==> config.mk <==
export PLATFORM = sky130hd
export DESIGN_NAME = cond_branch_on_flag_unit
export DESIGN_NICKNAME = d
export VERILOG_FILES = /design/src/hdl/cond_branch_pkg.sv /design/src/hdl/phase_divider.sv /design/src/hdl/cond_branch_on_flag_unit.sv
export SDC_FILE = /design/constraint.sdc
export NUM_CORES = 1
export LEC_CHECK = 0
export BUFFER_PORTS_ARGS = -buffer_cell sky130_fd_sc_hd__buf_2
export CAP_MARGIN = 20
export CORE_ASPECT_RATIO = 1.25
export CORE_MARGIN = 1
export CORE_UTILIZATION = 50
export CTS_BUF_LIST = sky130_fd_sc_hd__clkbuf_4 sky130_fd_sc_hd__clkbuf_8
export DETAILED_ROUTE_END_ITERATION = 8
export PLACE_DENSITY_LB_ADDON = 0.05
export SETUP_SLACK_MARGIN = 0.02
export SKIP_CTS_REPAIR_TIMING = 1
export SLEW_MARGIN = 15
export SYNTH_ARGS = -nofsm -noshare
export SYNTH_HDL_FRONTEND = slang
export SYNTH_SLANG_ARGS = --single-unit
export TNS_END_PERCENT = 50
==> constraint.sdc <==
create_clock -name sys_clk_i -period 4.1 [get_ports sys_clk_i]
set_input_delay 0.82 -clock sys_clk_i [delete_from_list [all_inputs] [get_ports sys_clk_i]]
set_output_delay 0.82 -clock sys_clk_i [all_outputs]
set_load 0.05 [all_outputs]
==> src/hdl/cond_branch_pkg.sv <==
// Summary of operation
// - Opcode E6h branches only when the negative flag is one.
// - Opcode E3h branches only when the carry flag is zero.
// - Opcode E7h branches only when the negative flag is zero.
// - Opcode E5h branches only when the overflow flag is zero.
// - Opcode E1h branches only when the zero flag is zero.
// - Low byte is a signed offset, sign-extended and doubled.
// - Taken target is address plus 2 plus doubled offset; else plus 2.
// - One cycle if not taken; two if taken, second cycle is a no-op.
package cond_branch_pkg;

  // ==========================================================
  // Opcode high bytes.
  localparam logic [7:0] OPC_BRANCH_IF_NEGATIVE     = 8'hE6;
  localparam logic [7:0] OPC_BRANCH_IF_CARRY_CLEAR  = 8'hE3;
  localparam logic [7:0] OPC_BRANCH_IF_NOT_NEGATIVE = 8'hE7;
  localparam logic [7:0] OPC_BRANCH_IF_NO_OVERFLOW  = 8'hE5;
  localparam logic [7:0] OPC_BRANCH_IF_NONZERO      = 8'hE1;

  // ==========================================================
  // Field positions and sizes.
  localparam int OPC_MSB      = 15;
  localparam int OPC_LSB      = 8;
  localparam int OFFSET_MSB   = 7;
  localparam int WORD_BYTES   = 2;
  localparam int PHASES       = 4;

  // Reset values.
  localparam logic [1:0] PHASE_RESET = 2'h0;

  // Instruction cycle states.
  typedef enum logic [1:0] {
    ST_EXEC,
    ST_FLUSH
  } cycle_state_t;

endpackage

==> src/hdl/phase_divider.sv <==
`timescale 1ns/10ps
// Divides the core clock into four phase pulses per instruction cycle.
module phase_divider (
  // Clock and reset.
  input  wire logic       sys_clk_i,
  input  wire logic       resetn_i,
  // Phase outputs.
  output logic [1:0]      phase_o,
  output logic            q4_o
);
  import cond_branch_pkg::*;

  logic [1:0] phase_reg;
  logic [1:0] phase_next;

  // Next phase wraps after the fourth.
  always_comb begin
    phase_next = phase_reg + 2'h1;
  end

  // Phase register.
  always_ff @(posedge sys_clk_i or negedge resetn_i) begin
    if (!resetn_i) begin
      phase_reg <= PHASE_RESET;
    end else begin
      phase_reg <= phase_next;
    end
  end

  // Outputs.
  assign phase_o = phase_reg;
  assign q4_o    = (phase_reg == 2'(PHASES - 1));

endmodule

==> src/hdl/cond_branch_on_flag_unit.sv <==
`timescale 1ns/10ps
// Executes five conditional relative branches on status flags.
module cond_branch_on_flag_unit #(
  parameter int ADDR_W = 21
) (
  // Clock and reset.
  input  wire logic              sys_clk_i,
  input  wire logic              resetn_i,
  // Instruction from the fetch pipeline, held for a whole cycle.
  input  wire logic              instr_valid_i,
  input  wire logic [15:0]       instr_i,
  input  wire logic [ADDR_W-1:0] instr_addr_i,
  // Status flags.
  input  wire logic              flag_negative_i,
  input  wire logic              flag_overflow_i,
  input  wire logic              flag_zero_i,
  input  wire logic              flag_carry_i,
  // Program counter side.
  output logic                   program_counter_we_o,
  output logic [ADDR_W-1:0]      program_counter_o,
  output logic                   flush_o,
  output logic                   is_branch_o,
  output logic                   status_we_o,
  output logic [1:0]             phase_o,
  output logic                   cycle_start_o
);
  import cond_branch_pkg::*;

  // ==========================================================
  // Decode helpers.

  // Returns one when the opcode is one of the five branches.
  function automatic logic is_cond_branch(input logic [7:0] opc);
    return (opc == OPC_BRANCH_IF_NEGATIVE) ||
           (opc == OPC_BRANCH_IF_CARRY_CLEAR) ||
           (opc == OPC_BRANCH_IF_NOT_NEGATIVE) ||
           (opc == OPC_BRANCH_IF_NO_OVERFLOW) ||
           (opc == OPC_BRANCH_IF_NONZERO);
  endfunction

  // Evaluates the branch condition for an opcode.
  function automatic logic cond_met(input logic [7:0] opc,
                                    input logic n, input logic c,
                                    input logic v, input logic z);
    logic r;
    r = 1'b0;
    if (opc == OPC_BRANCH_IF_NEGATIVE) begin
      r = n;
    end else if (opc == OPC_BRANCH_IF_CARRY_CLEAR) begin
      r = !c;
    end else if (opc == OPC_BRANCH_IF_NOT_NEGATIVE) begin
      r = !n;
    end else if (opc == OPC_BRANCH_IF_NO_OVERFLOW) begin
      r = !v;
    end else if (opc == OPC_BRANCH_IF_NONZERO) begin
      r = !z;
    end
    return r;
  endfunction

  // ==========================================================
  // Phase generation.
  logic [1:0] phase;
  logic       q4;

  phase_divider u_phase (
    .sys_clk_i (sys_clk_i),
    .resetn_i  (resetn_i),
    .phase_o   (phase),
    .q4_o      (q4)
  );

  // ==========================================================
  // Pipeline of the four phases.
  cycle_state_t      state_reg,   state_next;
  logic              decoded_reg, decoded_next;
  logic [7:0]        opc_reg,     opc_next;
  logic [ADDR_W-1:0] disp_reg,    disp_next;
  logic [ADDR_W-1:0] target_reg,  target_next;
  logic              take_reg,    take_next;
  logic              pc_we_reg,   pc_we_next;
  logic [ADDR_W-1:0] pc_reg,      pc_next;

  // Phase-stepped next values.
  always_comb begin
    state_next   = state_reg;
    decoded_next = decoded_reg;
    opc_next     = opc_reg;
    disp_next    = disp_reg;
    target_next  = target_reg;
    take_next    = take_reg;
    pc_we_next   = 1'b0;
    pc_next      = pc_reg;
    unique case (phase)
      2'h0: begin
        // Q1 decodes, unless this cycle is the flush no-op.
        if (state_reg == ST_FLUSH) begin
          decoded_next = 1'b0;
        end else begin
          opc_next     = instr_i[OPC_MSB:OPC_LSB];
          decoded_next = instr_valid_i &&
                         is_cond_branch(instr_i[OPC_MSB:OPC_LSB]);
        end
        take_next = 1'b0;
      end
      2'h1: begin
        // Q2 reads the literal, sign-extended and doubled.
        disp_next = ADDR_W'({{(ADDR_W-OFFSET_MSB-1){instr_i[OFFSET_MSB]}},
                             instr_i[OFFSET_MSB:0]} << 1);
      end
      2'h2: begin
        // Q3 forms the target and evaluates the flag.
        target_next = instr_addr_i + ADDR_W'(WORD_BYTES) + disp_reg;
        take_next   = decoded_reg && cond_met(opc_reg, flag_negative_i,
                        flag_carry_i, flag_overflow_i, flag_zero_i);
      end
      2'h3: begin
        // Q4 writes the counter only on a taken branch.
        if (take_reg) begin
          pc_we_next = 1'b1;
          pc_next    = target_reg;
          state_next = ST_FLUSH;
        end else begin
          state_next = ST_EXEC;
        end
      end
    endcase
  end

  // Pipeline registers.
  always_ff @(posedge sys_clk_i or negedge resetn_i) begin
    if (!resetn_i) begin
      state_reg   <= ST_EXEC;
      decoded_reg <= 1'b0;
      opc_reg     <= 8'h00;
      disp_reg    <= '0;
      target_reg  <= '0;
      take_reg    <= 1'b0;
      pc_we_reg   <= 1'b0;
      pc_reg      <= '0;
    end else begin
      state_reg   <= state_next;
      decoded_reg <= decoded_next;
      opc_reg     <= opc_next;
      disp_reg    <= disp_next;
      target_reg  <= target_next;
      take_reg    <= take_next;
      pc_we_reg   <= pc_we_next;
      pc_reg      <= pc_next;
    end
  end

  // ==========================================================
  // Outputs.
  assign program_counter_we_o = pc_we_reg;
  assign program_counter_o    = pc_reg;
  assign flush_o              = (state_reg == ST_FLUSH);
  assign is_branch_o          = decoded_reg;
  assign status_we_o          = 1'b0;
  assign phase_o              = phase;
  assign cycle_start_o        = (phase == PHASE_RESET);

endmodule

==> qor.txt <==
Antenna violation net count after detailed routing = 0
Violation count after the first detailed-route iteration = 103
Antenna violations before repair = 0
Clk network pwr share = 0.334
Maximum number of buffers from clock root to sink = 2
IO buf count = 70
Mean area per synthesized cell = 11.0 um2
Share of final-layout standard cells stronger than drive strength 1 = 0.317
Clock transition at the registers of the reported paths = 70 ps
Top Ports = 72
Die area = 7790 um2
Kind of end point of the critical path = register
Multi-input gate area = 2010 um2
Count of synthesis-stage warnings from yosys = 0
WL per Instance = 14.3 um
Post-synthesis sequential element count = 64
Seq/Total Area, Yosys = 0.431
Final setup viols = 0
Std-Cell Rows = 34
GP Congestion = 0.911
Worst Setup Start Kind = input pin
Max Fclk = 336 MHz
Num Clock Sinks = 64
Hold Fails Final Rpt = 0
Unrepaired setup endpoints after global routing = false
Antenna diodes = 0
Combinational power share = 0.207
Via count = 2710
Max Slew Vio Count = 0
Setup TNS = 0 ps
Commonest cells after routing, fill and taps aside = 70 x sky130_fd_sc_hd__buf_2, 64 x sky130_fd_sc_hd__dfrtp_1, 41 x sky130_fd_sc_hd__ha_1
Endpoint arrival time on the critical path = 3200 ps
Later-pin clock latency in the skew report = 340 ps
Clock Tree Root = sky130_fd_sc_hd__clkbuf_8
Portion of the clock cycle consumed by the worst path in the final layout = 0.726
Maximum fanout along the worst path = 5
Effective utilization at floorplan = 0.526
Run status = completed
Grt total ovfl = 0
Global Route Usage Sum = 0.205
Power dissipated by switching net loads = 0.000446 W
Number of fillers in the final layout = 641
Power density over the cells = 359 nW/um2
Dpl hpwl = 5.39 mm
Most used DFF post-synth = sky130_fd_sc_hd__dfrtp_1
Cell-internal power = 0.00111 W
Net count of the mapped netlist = 423
Count of flip-flops with a built-in enable after synthesis = 0
Switching part of the total power = 0.286
Worst EP required = 4320 ps
Fin nets = 498
Reg area = 1600 um2
Pin count of the biggest net entering global routing = 65
Max-slew headroom at the worst pin = 0.312
Post-detailed-route via-to-cell ratio = 5.36
Static leakage = 2.22 nW
Core region area = 7060 um2
Leading cell type in the layout, fill and taps excluded = sky130_fd_sc_hd__buf_2
Number of maximum-capacitance constraint violations = 0
Critical path start-end classification = in -> reg
Area of the mapped netlist = 3720 um2
Die Y = 98.4 um
Min Tclk post-route = 2980 ps
Via count of the first global-routing pass = 2769
Area added between synthesis and finish = 16.9%
Max rail drop VDD = 0.214 mV
Floorplan die width = 79.1 um
DRC violations left = 0
Worst Hold Class = reg -> reg
CTS tree = built
Number of buffers created by CTS = 9
FFs w/ async S/R, synth = 1.00
Worst clock skew = 6.82 ps
Synth unique cells = 50
WL final = 7.23 mm
Flop pwr share = 0.459
Post-layout util = 0.615
Worst-margin pin slew = 1030 ps
Post-synthesis instance total = 337
First-pass GRT wire length = 12.4 mm
H-Tree Level Count = 3
Number of detailed-routing iterations run before antenna repair = 4
==> synth_stat cells, drive strengths merged, types with 7 or more instances <==
| cell | number | area [um2] |
|---|---|---|
| nor3 | 7 | 40.0 |
| nand2 | 26 | 97.6 |
| inv | 18 | 67.6 |
| dfrtp | 64 | 1600 |
| ha | 41 | 513 |
| nor2 | 15 | 56.3 |
| mux2 | 44 | 499 |
| xnor2 | 7 | 61.3 |
| a21oi | 19 | 95.1 |
| o21ai | 19 | 95.1 |
==> stage by stage <==
| stage | hold slack, ps | power (W) | setup slack, ps | instances | instance area (um2) |
|---|---|---|---|---|---|
| global placement | 464 | 0.00105 | 824 | 491 | 4160 |
| floorplan | 448 | 0.000961 | 1130 | 337 | 3720 |
| detailed placement | 476 | 0.00105 | 774 | 491 | 4160 |
| global route | 498 | 0.00164 | 974 | 506 | 4350 |
| CTS | 493 | 0.00158 | 1110 | 506 | 4350 |
| finish | 483 | 0.00156 | 1120 | 506 | 4350 |
==> worst paths after layout <==
kind	from	endpoint	slack (ps)	cells after the start
max	instr_addr_i[2]	target_reg[18]	1120	11
min	program_counter_o[20]	program_counter_o[20]	480	2
max reg2reg	disp_reg[2]	target_reg[18]	1300	10
min reg2reg	program_counter_o[20]	program_counter_o[20]	480	2
max in group asynchronous	resetn_i	disp_reg[7]	2920	2
min in group asynchronous	resetn_i	program_counter_o[17]	650	2
==> layer usage <==
| metal | routed length, um | track usage | part of all wire |
|---|---|---|---|
| met5 | 0 | 0 | 0 |
| met4 | 159 | 0.0881 | 0.022 |
| met3 | 240 | 0.0318 | 0.033 |
| met2 | 3760 | 0.366 | 0.52 |
| met1 | 3060 | 0.239 | 0.42 |
==> critical path, cell delays in order <==
cell and delay, ps:
sky130_fd_sc_hd__buf_2 100, sky130_fd_sc_hd__ha_1 270, sky130_fd_sc_hd__ha_1 200, sky130_fd_sc_hd__inv_1 70, sky130_fd_sc_hd__fa_1 400, sky130_fd_sc_hd__nand2b_1 190
sky130_fd_sc_hd__a211oi_2 330, sky130_fd_sc_hd__o2111ai_1 180, sky130_fd_sc_hd__and3_1 250, sky130_fd_sc_hd__nor4_1 330, sky130_fd_sc_hd__a211oi_2 50
==> cells by family after synthesis <==
kind of cell,synth area share
xor+xnor,0.0259
other cells,0.00101
flops,0.431
mux,0.148
buf+inv,0.0286
fa+ha+maj,0.143
simple gates,0.0969
compound gates,0.126
==> power by group through the flow <==
| stage | Sequential, W | Combinational (W) | Clock (W) |
|---|---|---|---|
| 4_1_cts | 0.000717 | 0.000327 | 0.000536 |
| 3_5_place_dp | 0.000730 | 0.000322 | 0 |
| 6_report | 0.000716 | 0.000323 | 0.000522 |
| 2_1_floorplan | 0.000720 | 0.000241 | 0 |
| 3_3_place_gp | 0.000727 | 0.000319 | 0 |
| 5_1_grt | 0.000724 | 0.000365 | 0.000550 |
==> layout make-up <==
class,instances,area share
Clock buffer,9,0.0285
Clock inverter,6,0.0141
Inverter,19,0.0164
Multi-Input combinational cell,246,0.462
Sequential cell,64,0.369
Tap cell,90,0.0259
Timing Repair Buffer,72,0.0841
Note: power is estimated with default switching activity, not from simulation.
